`config.mk`:
```
export PLATFORM = sky130hd
export DESIGN_NAME = hst_sync_engine
export DESIGN_NICKNAME = d
export VERILOG_FILES = /design/src/common/hst_pkg.sv /design/src/verilog/hst_table_port.sv /design/src/verilog/hst_sync_engine.sv
export SDC_FILE = /design/constraint.sdc
export NUM_CORES = 2
export LEC_CHECK = 0
export BUFFER_PORTS_ARGS = -buffer_cell sky130_fd_sc_hd__buf_2
export CAP_MARGIN = 20
export CORE_MARGIN = 2
export CORE_UTILIZATION = 45
export DETAILED_ROUTE_END_ITERATION = 10
export PLACE_DENSITY = 0.68
export SYNTH_ARGS = -nofsm -noshare
export SYNTH_HDL_FRONTEND = slang
export SYNTH_SLANG_ARGS = --single-unit
```
`constraint.sdc`:
```
create_clock -name clk -period 21.7 [get_ports clk]
set_clock_uncertainty 0.1 [all_clocks]
set_input_delay 1.085 -clock clk [delete_from_list [all_inputs] [get_ports clk]]
set_output_delay 1.085 -clock clk [all_outputs]
set_load 0.005 [all_outputs]
```
`src/common/hst_pkg.sv`:
```
// Purpose: Shared constants and types for the HD sync table engine.
// Assumes: One pixel clock domain; host bytes arrive already decoded from the serial port.
// Notes: Table images are kept as packed byte arrays so both modules agree on layout.
package hst_pkg;

  // Raster coordinate width.
  localparam int XY_W = 12;

  // Table port subaddresses.
  localparam logic [7:0] SUB_LINE_COUNT = 8'hd0;
  localparam logic [7:0] SUB_LINE_TYPE = 8'hd1;
  localparam logic [7:0] SUB_LINE_PATTERN = 8'hd2;
  localparam logic [7:0] SUB_VALUE = 8'hd3;

  // Array selector codes held by the host port.
  localparam logic [2:0] ARR_NONE = 3'h0;
  localparam logic [2:0] ARR_CNT = 3'h1;
  localparam logic [2:0] ARR_TYP = 3'h2;
  localparam logic [2:0] ARR_PAT = 3'h3;
  localparam logic [2:0] ARR_VAL = 3'h4;

  // Last byte index inside one entry of each array.
  localparam logic [2:0] CNT_LAST_B = 3'h1;
  localparam logic [2:0] TYP_LAST_B = 3'h3;
  localparam logic [2:0] PAT_LAST_B = 3'h7;
  localparam logic [2:0] VAL_LAST_B = 3'h1;

  // First and last entry index of each array.
  localparam logic [3:0] CNT_FIRST_E = 4'h0;
  localparam logic [3:0] CNT_LAST_E = 4'hf;
  localparam logic [3:0] TYP_FIRST_E = 4'h1;
  localparam logic [3:0] TYP_LAST_E = 4'hf;
  localparam logic [3:0] PAT_FIRST_E = 4'h1;
  localparam logic [3:0] PAT_LAST_E = 4'h7;
  localparam logic [3:0] VAL_FIRST_E = 4'h0;
  localparam logic [3:0] VAL_LAST_E = 4'h7;

  // Field positions: type index in a count entry's second byte, g_only bit in a pair's value index, sync bits in a value entry's second byte.
  localparam int HI_IDX_LSB = 4;
  localparam int VAL_GONLY_BIT = 3;
  localparam int VAL_HS_BIT = 0;
  localparam int VAL_VS_BIT = 1;

  // Last pair index per pattern entry and last slot index per line type entry.
  localparam logic [1:0] PAIR_LAST = 2'h3;
  localparam logic [2:0] SLOT_LAST = 3'h7;

  // One host byte event.
  typedef struct packed {
    logic sel;
    logic wr;
    logic rd;
    logic [7:0] data;
  } hst_host_t;

  // Raster geometry and trigger coordinate.
  typedef struct packed {
    logic [XY_W-1:0] width;
    logic [XY_W-1:0] height;
    logic [XY_W-1:0] trig_x;
    logic [XY_W-1:0] trig_y;
  } hst_raster_t;

  // Byte images of all four tables.
  typedef struct packed {
    logic [31:0][7:0] cnt;
    logic [63:0][7:0] typ;
    logic [63:0][7:0] pat;
    logic [15:0][7:0] val;
  } hst_tables_t;

  // Outgoing insertion word.
  typedef struct packed {
    logic active;
    logic g_only;
    logic [7:0] level;
    logic hs;
    logic vs;
  } hst_video_t;

  // Host port state.
  typedef struct packed {
    logic [2:0] arr;
    logic first;
    logic [3:0] entry;
    logic [2:0] bidx;
    logic [7:0] rdata;
    hst_tables_t tab;
  } hst_port_t;

  // Sequencer state.
  typedef struct packed {
    logic [XY_W-1:0] x;
    logic [XY_W-1:0] y;
    logic seq_on;
    logic [3:0] cidx;
    logic [9:0] rep;
    logic [2:0] slot;
    logic [1:0] pair;
    logic [11:0] dur;
    logic trig;
    hst_video_t vid;
  } hst_seq_t;

endpackage

```
`src/verilog/hst_table_port.sv`:
```
// Purpose: Byte-wise host access to the line count, line type, line pattern and value tables.
// Assumes: A select event carries a subaddress; write and read events carry or return one byte.
// Notes: Pointers are shared, so reselecting a port always needs a fresh pointer byte.
`timescale 1ns/100ps
`default_nettype none
module hst_table_port import hst_pkg::*; (
  // Clock and reset.
  input wire logic clk,
  input wire logic rstn,
  // Host byte events.
  input wire hst_host_t host,
  // Read data, valid the cycle after a read event.
  output logic [7:0] rd_data,
  // Table images for the sequencer.
  output var hst_tables_t tab
);

  // Register and next value of the whole port state.
  hst_port_t q, d;

  // Last byte index of one entry of the chosen array.
  function automatic logic [2:0] last_byte(input logic [2:0] arr);
    if (arr == ARR_CNT) begin
      return CNT_LAST_B;
    end else if (arr == ARR_TYP) begin
      return TYP_LAST_B;
    end else if (arr == ARR_PAT) begin
      return PAT_LAST_B;
    end else begin
      return VAL_LAST_B;
    end
  endfunction

  // First valid entry index of the chosen array.
  function automatic logic [3:0] first_entry(input logic [2:0] arr);
    if (arr == ARR_TYP) begin
      return TYP_FIRST_E;
    end else if (arr == ARR_PAT) begin
      return PAT_FIRST_E;
    end else begin
      return CNT_FIRST_E;
    end
  endfunction

  // Last valid entry index of the chosen array.
  function automatic logic [3:0] last_entry(input logic [2:0] arr);
    if (arr == ARR_PAT) begin
      return PAT_LAST_E;
    end else if (arr == ARR_VAL) begin
      return VAL_LAST_E;
    end else begin
      return CNT_LAST_E;
    end
  endfunction

  // Next state: subaddress decode, pointer load, byte storage and readback.
  always_comb begin
    d = q;
    if (host.sel) begin
      // Subaddress decode; anything else parks the port.
      if (host.data == SUB_LINE_COUNT) begin
        d.arr = ARR_CNT;
      end else if (host.data == SUB_LINE_TYPE) begin
        d.arr = ARR_TYP;
      end else if (host.data == SUB_LINE_PATTERN) begin
        d.arr = ARR_PAT;
      end else if (host.data == SUB_VALUE) begin
        d.arr = ARR_VAL;
      end else begin
        d.arr = ARR_NONE;
      end
      d.first = 1'b1;
    end else if (host.wr && q.arr != ARR_NONE && q.first) begin
      // The first byte is the entry pointer, offset by the array's first index.
      d.entry = host.data[3:0] + first_entry(q.arr);
      if (d.entry > last_entry(q.arr) || d.entry < first_entry(q.arr)) begin
        d.entry = first_entry(q.arr);
      end
      d.bidx = 3'h0;
      d.first = 1'b0;
    end else if ((host.wr || host.rd) && q.arr != ARR_NONE) begin
      // Store or fetch one byte at the pointer.
      if (q.arr == ARR_CNT) begin
        d.rdata = q.tab.cnt[{q.entry, q.bidx[0]}];
        if (host.wr) begin
          d.tab.cnt[{q.entry, q.bidx[0]}] = host.data;
        end
      end else if (q.arr == ARR_TYP) begin
        d.rdata = q.tab.typ[{q.entry, q.bidx[1:0]}];
        if (host.wr) begin
          d.tab.typ[{q.entry, q.bidx[1:0]}] = host.data;
        end
      end else if (q.arr == ARR_PAT) begin
        d.rdata = q.tab.pat[{q.entry[2:0], q.bidx}];
        if (host.wr) begin
          d.tab.pat[{q.entry[2:0], q.bidx}] = host.data;
        end
      end else begin
        d.rdata = q.tab.val[{q.entry[2:0], q.bidx[0]}];
        if (host.wr) begin
          d.tab.val[{q.entry[2:0], q.bidx[0]}] = host.data;
        end
      end
      // Step the pointer; a finished entry moves on to the next one and wraps.
      if (q.bidx == last_byte(q.arr)) begin
        d.bidx = 3'h0;
        d.entry = (q.entry == last_entry(q.arr)) ? first_entry(q.arr) : q.entry + 4'h1;
      end else begin
        d.bidx = q.bidx + 3'h1;
      end
    end
  end

  // State register; tables clear to zero so unused slots read as empty.
  always_ff @(posedge clk or negedge rstn) begin
    if (!rstn) begin
      q <= '0;
    end else begin
      q <= d;
    end
  end

  assign rd_data = q.rdata;
  assign tab = q.tab;

endmodule
`default_nettype wire

```
`src/verilog/hst_sync_engine.sv`:
```
// Purpose: Table-driven sync raster engine producing per-pixel insertion values.
// Assumes: Host events come decoded from the serial control port, one per pixel clock.
// Notes: A line ends when its last used pattern pair expires, so tables must sum to the line length.
`timescale 1ns/100ps
`default_nettype none
module hst_sync_engine import hst_pkg::*; (
  // Clock and reset.
  input wire logic clk,
  input wire logic rstn,
  // Raster geometry and trigger coordinate.
  input wire hst_raster_t raster,
  // Host byte events and readback.
  input wire hst_host_t host,
  output logic [7:0] rd_data,
  // Trigger pulse and insertion word.
  output logic trig,
  output var hst_video_t video
);

  // Table images held by the host port.
  hst_tables_t tab;

  // Sequencer state and its next value.
  hst_seq_t q, d;

  // Pair and slot lookups for the current state.
  logic [3:0] cur_type;
  logic [3:0] cur_pidx;
  logic [15:0] cur_pair;
  logic [3:0] cur_vidx;
  logic [3:0] nxt_pidx;
  logic [15:0] nxt_pair;
  logic match;
  logic line_done;
  logic [3:0] new_cidx;
  logic [9:0] new_rep;
  logic [3:0] new_type;

  // Host-facing table storage.
  hst_table_port u_port (
    .clk(clk),
    .rstn(rstn),
    .host(host),
    .rd_data(rd_data),
    .tab(tab)
  );

  // Repeat count of one line count entry.
  function automatic logic [9:0] cnt_count(input hst_tables_t t, input logic [3:0] ci);
    return {t.cnt[{ci, 1'b1}][1:0], t.cnt[{ci, 1'b0}]};
  endfunction

  // Line type index of one line count entry.
  function automatic logic [3:0] cnt_type(input hst_tables_t t, input logic [3:0] ci);
    return t.cnt[{ci, 1'b1}][HI_IDX_LSB +: 4];
  endfunction

  // Pattern index held in one slot of a line type; type zero is never a real entry.
  function automatic logic [3:0] typ_slot(input hst_tables_t t, input logic [3:0] ti, input logic [2:0] sl);
    logic [7:0] b;
    b = t.typ[{ti, sl[2:1]}];
    if (ti == 4'h0) begin
      return 4'h0;
    end else begin
      return sl[0] ? b[7:4] : b[3:0];
    end
  endfunction

  // One duration/value pair; indices above seven or zero read as empty.
  function automatic logic [15:0] pat_pair(input hst_tables_t t, input logic [3:0] pi, input logic [1:0] pr);
    if (pi == 4'h0 || pi > PAT_LAST_E) begin
      return 16'h0000;
    end else begin
      return {t.pat[{pi[2:0], pr, 1'b1}], t.pat[{pi[2:0], pr, 1'b0}]};
    end
  endfunction

  // Duration minus one of a pair: twelve bits split over both bytes.
  function automatic logic [11:0] pair_dur(input logic [15:0] p);
    return {p[11:8], p[7:0]};
  endfunction

  // Current lookups from the sequencer state.
  always_comb begin
    cur_type = cnt_type(tab, q.cidx);
    cur_pidx = typ_slot(tab, cur_type, q.slot);
    cur_pair = pat_pair(tab, cur_pidx, q.pair);
    cur_vidx = cur_pair[15:12];
    match = (q.x == raster.trig_x) && (q.y == raster.trig_y);
    // Next slot index, read only when the pairs of this slot run out.
    nxt_pidx = (q.slot == SLOT_LAST) ? 4'h0 : typ_slot(tab, cur_type, q.slot + 3'h1);
    nxt_pair = (q.pair == PAIR_LAST) ? 16'h0000 : pat_pair(tab, cur_pidx, q.pair + 2'h1);
    line_done = (q.dur == 12'h000) && (nxt_pair == 16'h0000) && (nxt_pidx == 4'h0);
    // Line bookkeeping: repeat the entry, else step and restart at the end.
    if (q.rep + 10'h001 >= cnt_count(tab, q.cidx)) begin
      new_rep = 10'h000;
      if (q.cidx == CNT_LAST_E || cnt_count(tab, q.cidx + 4'h1) == 10'h000) begin
        new_cidx = CNT_FIRST_E;
      end else begin
        new_cidx = q.cidx + 4'h1;
      end
    end else begin
      new_rep = q.rep + 10'h001;
      new_cidx = q.cidx;
    end
    new_type = cnt_type(tab, new_cidx);
  end

  // Next state of raster counter, sequencer and output word.
  always_comb begin
    d = q;
    d.trig = 1'b0;
    // Raster counter wraps at the programmed width and height.
    if (q.x >= raster.width - 1'b1) begin
      d.x = '0;
      d.y = (q.y >= raster.height - 1'b1) ? '0 : q.y + 1'b1;
    end else begin
      d.x = q.x + 1'b1;
    end
    // Registered insertion word from the pair being played now.
    d.vid.active = q.seq_on;
    d.vid.g_only = q.seq_on & cur_vidx[VAL_GONLY_BIT];
    d.vid.level = q.seq_on ? tab.val[{cur_vidx[2:0], 1'b0}] : 8'h00;
    d.vid.hs = q.seq_on & tab.val[{cur_vidx[2:0], 1'b1}][VAL_HS_BIT];
    d.vid.vs = q.seq_on & tab.val[{cur_vidx[2:0], 1'b1}][VAL_VS_BIT];
    if (match) begin
      // Trigger reloads every pointer to its first entry.
      d.trig = 1'b1;
      d.seq_on = 1'b1;
      d.cidx = CNT_FIRST_E;
      d.rep = 10'h000;
      d.slot = 3'h0;
      d.pair = 2'h0;
      d.dur = pair_dur(pat_pair(tab, typ_slot(tab, cnt_type(tab, CNT_FIRST_E), 3'h0), 2'h0));
    end else if (q.seq_on) begin
      if (q.dur != 12'h000) begin
        d.dur = q.dur - 12'h001;
      end else if (nxt_pair != 16'h0000) begin
        // Next pair of the same pattern.
        d.pair = q.pair + 2'h1;
        d.dur = pair_dur(nxt_pair);
      end else if (nxt_pidx != 4'h0) begin
        // Next pattern slot of the same line type; zero slots end the line.
        d.slot = q.slot + 3'h1;
        d.pair = 2'h0;
        d.dur = pair_dur(pat_pair(tab, nxt_pidx, 2'h0));
      end else if (line_done) begin
        // Line finished: move through the line count sequence.
        d.rep = new_rep;
        d.cidx = new_cidx;
        d.slot = 3'h0;
        d.pair = 2'h0;
        d.dur = pair_dur(pat_pair(tab, typ_slot(tab, new_type, 3'h0), 2'h0));
      end
    end
  end

  // State register; nothing plays until the first trigger.
  always_ff @(posedge clk or negedge rstn) begin
    if (!rstn) begin
      q <= '0;
    end else begin
      q <= d;
    end
  end

  assign trig = q.trig;
  assign video = q.vid;

endmodule
`default_nettype wire

```
---- After elaboration in Yosys (flattened, before gate mapping) ----
Cells that the tools add are included.
Widths: inputs -> output; s select.
operators by class
  add/sub/neg operators ................... 12
  magnitude comparators ................... 38
  equality and inequality tests ........... 18
  muxes and demuxes ....................... 141
  bitwise gates (word level) .............. 8
  reductions and logical operators ........ 50
operators by type and width
  cell                   count
  $mux 512               4
  $mux 1423              1
  $mux 1152              1
  $bwmux 512             2
  $mux 640               1
  $mux 256               2
  $bmux 8 s4             8
  $bwmux 256             1
  $mux 128               2
  $mux 8                 26
  $bmux 8 s5             5
  $bmux 8 s3             8
  $bmux 8 s6             4
  $mux 4                 35
  $bwmux 128             1
  $lt 6x7->1 const B     16
  $demux 8 s6            2
  $mux 31                3
  $mux 12                6
  $mux 16                3
  $demux 8 s5            1
  $lt 5x6->1 const B     6
  $sub 12x1->12 const B  3
  $mux 17                2
  other kinds (53)       124
word-level totals
  bits in registers ....................... 1496
  input bits .............................. 61
  output and inout port bits .............. 21

---- Logic depth before layout (Yosys ltp) ----
  word-level depth ........................ 28
  depth in mapped cells ................... 42
  mapped depth without buffers ............ 27

---- Hierarchy ----
A second synthesis with hierarchy kept.
second synthesis, totals
  cells, all modules ...................... 8541
  area total of the unflattened synthesis .. 100651.5 um2
modules (own cells, without submodules)
  module           instances  cells an instance  area each (um2)  sequential area each (um2)
  hst_table_port   1          5855               76138.0          35709.2
  hst_sync_engine  1          2686               24513.5          1726.7

---- Least setup slack after synthesis ----
OpenSTA, ideal clock, no wires.
  kind .................................... flip-flop to flip-flop
  from .................................... reg q[40] (netlist name)
  to ...................................... reg q[16] (netlist name)
  arrival ................................. 8531 ps
  data required time ...................... 21468 ps
  slack ................................... 12937 ps
  cell stages (with the launch flop) ...... 39
  clock period less this slack ............ 8763 ps
  cell sequence ........................... dfrtp_1 buf_6 buf_2 buf_2 buf_2 buf_2 clkbuf_1 clkbuf_1 buf_1 buf_1 clkbuf_1 mux2i_1 a221oi_1 o21ai_0 nand2_1 ha_1 or3b_2 o2111ai_1 (+3 left out) buf_1 nor2_1 nor2_1 o221ai_1 o21ai_0 and4_1 clkbuf_1 clkbuf_1 nand2_1 a311o_1 nand4_1 clkbuf_1 mux2i_1 mux2i_1 mux2_2 a22o_1 a2111oi_0 nor2_1
on the way
  cells in the longest elaborated chain, start to end .. 27
RTL lines
  what                                                           line                                           source
  from (decl)                                                    hst_sync_engine.sv:24                          hst_seq_t q, d;
  from (signal assigned)                                         hst_sync_engine.sv:161                         q <= '0;
  from (signal assigned)                                         hst_sync_engine.sv:163                         q <= d;
  $add 4x1->4                                                    hst_sync_engine.sv:97, hst_sync_engine.sv:100
  $bmux 8 s4                                                     hst_sync_engine.sv:50                          return {t.cnt[{ci, 1'b1}][1:0], t.cnt[{ci, 1'b0}]};
  $mux 8 (implied by the code) / $mux 2 (equally long branches)  hst_sync_engine.sv:50
  $logic_not 10->1                                               hst_sync_engine.sv:97                          if (q.cidx == CNT_LAST_E || cnt_count(tab, q.cidx + 4'h1) == 10'h000) begin
  $logic_or 1x1->1                                               hst_sync_engine.sv:97
  $mux 4                                                         hst_sync_engine.sv:97
  $mux 4                                                         hst_sync_engine.sv:95                          if (q.rep + 10'h001 >= cnt_count(tab, q.cidx)) begin
  $bmux 8 s4                                                     hst_sync_engine.sv:55                          return t.cnt[{ci, 1'b1}][HI_IDX_LSB +: 4];
  (+11 left out)                                                 -
  $logic_or 1x1->1 / $mux 8 (equally long branches)              hst_sync_engine.sv:71, hst_sync_engine.sv:74
  $mux 12                                                        hst_sync_engine.sv:71                          if (pi == 4'h0 || pi > PAT_LAST_E) begin
  $mux 31                                                        hst_sync_engine.sv:147                         end else if (line_done) begin
  $mux 17                                                        hst_sync_engine.sv:142                         end else if (nxt_pidx != 4'h0) begin
  $mux 14                                                        hst_sync_engine.sv:138                         end else if (nxt_pair != 16'h0000) begin
  $mux 12                                                        hst_sync_engine.sv:136                         if (q.dur != 12'h000) begin
  $mux 31                                                        hst_sync_engine.sv:135                         end else if (q.seq_on) begin
  $mux 31                                                        hst_sync_engine.sv:126                         if (match) begin
Several ways; a longest one is shown, not always the timed one. The select of a mux whose other input is x is not followed.
A chain may end at the register's enable or synchronous reset.

---- Worst setup path in the final report ----
  from .................................... reg q[40] (netlist name)
  to ...................................... reg q[21] (netlist name)
on the way
  cells in the longest elaborated chain, start to end .. 27
RTL lines
  what                                                           line
  $add 4x1->4                                                    hst_sync_engine.sv:97, hst_sync_engine.sv:100
  $bmux 8 s4                                                     hst_sync_engine.sv:50
  $mux 8 (implied by the code) / $mux 2 (equally long branches)  hst_sync_engine.sv:50
  $logic_not 10->1                                               hst_sync_engine.sv:97
  $logic_or 1x1->1                                               hst_sync_engine.sv:97
  $mux 4                                                         hst_sync_engine.sv:97
  $mux 4                                                         hst_sync_engine.sv:95
  $bmux 8 s4                                                     hst_sync_engine.sv:55
  (+11 left out)                                                 -
  $logic_or 1x1->1 / $mux 4 (equally long branches)              hst_sync_engine.sv:71, hst_sync_engine.sv:74
  $mux 12                                                        hst_sync_engine.sv:71
  $mux 31                                                        hst_sync_engine.sv:147
  $mux 17                                                        hst_sync_engine.sv:142
  $mux 14                                                        hst_sync_engine.sv:138
  $mux 12                                                        hst_sync_engine.sv:136
  $mux 31                                                        hst_sync_engine.sv:135
  $mux 31                                                        hst_sync_engine.sv:126
Several ways; a longest one is shown, not always the timed one. The select of a mux whose other input is x is not followed.

==> flow_summary.ini <==
[cts]
cts_setup_buffers = 0
cts.reportedPaths.clkPinSlew_ns = 0.06
h-tree-depth = 4
cts_made_buffers = 167
cts_resized = 0
cts_hold_buffers = 0
cts.path.max_buffers = 3
cts.sinks = 1496
root_buffer = clkbuf_16
cts_tree = yes
clkLatencyLatePin_ns = 0.87

[worst_setup_path]
rrSetupSlack_ns = 11.21
path_buf_inv = 3
endpoint = q[21]
cp.arrival_ns = 11.14
critPathTopFamily = compound AO/OA/AOI/OAI gates
critPathKind = register to register
cp_data_required_time_ns = 22.35
crit_path_end_kind = register
cp-startpoint = q[40]
critical_path.max_fanout = 61
rr_startpoint = q[40]
slowest_stage = and4_1
worstReg2RegEnd = q[21]
r2r_cells = 26
cp.depth = 26
cp_slowest_stage_delay_ns = 0.94
cp-start-kind = register
path_common_cell = buf_4

[timing]
drv_slew = 0
fmax_ghz = 0.09529
fin_setup_tns_ns = 0
grt_setup_unrepaired = false
finalCritPeriodShare_pct = 48.36
setup_viol = 0
hold_violations = 0
slew-limit-headroom_pct = 18.47
worst_slew_pin_slew_ns = 1.217
fin_ws_ns = 11.21
period_minus_slack_ns = 10.49

[final_layout]
final_cell_area_um2 = 98090
areaGrowthSynthToFinish_pct = 9.538
nFillCells = 17154
mostFrequentLayoutCells = dfrtp_1 (1,483), mux2_2 (1,471), mux4_2 (558)
final_layout_size_suffix_gt1_share_pct = 36.82
nNetsFinal = 7151
mostFrequentLayoutCell = dfrtp_1

[synth]
synth_edf_count = 0
synth_area_leaders = dfrtp_1 (42%), mux2_2 (18%), mux4_2 (14%), mux2i_1 (5.3%), clkbuf_1 (1.8%)
netlist_instances = 7240
synth_top_area_cell = dfrtp_1
netlist_area_um2 = 89550
synth_top_area_share_pct = 41.81
yosysWarningCount = 0
synthFlopType = dfrtp_1
syn_area_per_cell_um2 = 12.37
ys_async_sr_fraction_pct = 100.0
synth-seq-area-share_pct = 41.81
synth_fp_nets = 7351
yosysUniqueCellTypes = 93
ys_ff_latch = 1496

[die]
core_area_um2 = 197600
start_util_pct = 45.31
dieArea_um2 = 202600
die_w_um = 450.1
die_h_um = 450.1
row_count = 163
ios = 82

[grt]
antenna_found_initial = 22
grt_pass1_vias = 68597
grt_overflow = 0
gr-usage-all-layers_pct = 34.41
grt_pass1_wl_mm = 509.7
grt_max_degree = 173

[place]
pre_cts_slack_ns = 11.52
dp_hpwl_mm = 240.2
dpl_cell_area_um2 = 92260
port_buffers = 81
gp_congestion = 1.032

[detailed_routing]
drt-pass1-iter-count = 9
detail_route.iter0.violations = 10443
drcViolationCount = 0
viasPerCell = 7.163
postRouteAntennaNets = 0
vias = 70422
wire_per_inst_um = 36.21
wirelength_mm = 356.0

[run]
cap_viol_max_count = 0

[pwr]
p_leak_uw = 0.04290
irDropWorstVdd_uv = 100.0
finalPower_uw = 6817
p_per_area_nw_per_um2 = 69.50

[min_path]
min_path_type = input port to asynchronous set/reset pin

[outcome]
status = finished, final reports clean
-- cells by family after synthesis --
group,synth area share (%)
and+or+nand+nor,6.692
buffers and inverters,3.277
DFF,41.81
muxes,37.93
adders and majority gates,0.6986
xor gates and xnor gates,0.7727
AOI/OAI and AO/OA,8.822
-- worst min-delay path by stage --
stage / from / endpoint / slack [ns] / depth (start not counted)
after global routing: rstn / q[59] / 0.14 / 1
after floorplan: d[11] / video[11] / 0.25 / 0
after detailed placement: u_port.rd_data[5] / u_port.rd_data[5] / 0.37 / 2
after global placement: u_port.rd_data[5] / u_port.rd_data[5] / 0.36 / 2
final: rstn / q[64] / 0.07 / 1
after CTS: rstn / q[64] / 0.13 / 1
-- report_power, final --
| group | leakage [uW] | switching [uW] | internal (uW) |
|---|---|---|---|
| Combinational | 0.0194 | 782 | 238 |
| Sequential | 0.0207 | 47.4 | 2810 |
| Clock | 0.00276 | 1260 | 1690 |
| Total | 0.0429 | 2090 | 4730 |
-- through the flow --
stage,util (%),hold slack (ns),cells
3_3_place_gp,46.68,0.3605,9501
6_report,49.63,0.07280,9832
4_1_cts,49.53,0.1337,9806
3_5_place_dp,46.69,0.3666,9502
5_1_grt,49.61,0.1351,9816
2_1_floorplan,-,0.2519,7240
-- per-layer routing --
layer | GRT usage (%) | routed length (um)
met4 | 21.17 | 26120
met3 | 11.90 | 45320
met2 | 49.64 | 152200
met5 | 0 | 185
met1 | 44.41 | 132200
-- worst reg2reg max path, cell delays in order, from the launching register on --
cell and delay, ns:
dfrtp_4 0.74, buf_4 0.75, buf_4 0.72, mux2_2 0.45, o21ai_0 0.16, a21oi_1 0.09
nor2_1 0.16, nor2_1 0.05, a221oi_1 0.29, ha_1 0.29, o21a_1 0.12, o22ai_1 0.44
nand2_1 0.59, o2111ai_1 0.26, a21boi_0 0.57, a21oi_1 0.14, a22oi_1 0.74, and4_1 0.94
mux2_2 0.42, a2111o_1 0.44, and4_2 0.24, buf_4 0.31, and2_0 0.43, a221o_1 0.41
and3_1 0.18, a211oi_1 0.23, o21ai_0 0.12
-- layout make-up --
class                      instances  area [um2]  area share [%]
multi-input combinational       5052       49400           50.36
clock buffer                     245        4883           4.979
timing repair buffer             263        2026           2.065
sequential                      1496       37470           38.21
antenna                           17       42.54         0.04337
clock inverter                    59       732.0          0.7462
tap                             2640        3303           3.368
inverter                          60       227.7          0.2322
-- Yosys cell counts (all sizes together) (8+ instances only) --
library cell	number
a41oi	15
a311oi	16
mux4	559
o221ai	29
nor4	64
mux2i	475
nor2b	35
buf	192
a211o	11
a211oi	57
a221oi	95
a22o	43
nor2	368
dfrtp	1496
a21oi	165
nand4	52
and3	53
nand2b	17
nand3b	8
mux2	1474
or3	13
xnor2	39
clkbuf	440
a31oi	54
o21ai	213
nand2	390
or2	8
a2111oi	11
a221o	10
a22oi	162
inv	53
o22ai	57
nor3	78
xor2	40
a311o	13
a32oi	10
a21o	13
ha	50
nand3	150
o31ai	12
nor4b	10
a21boi	15
and2	20
o211ai	53
No activity file was read; power rests on OpenSTA's default activity.
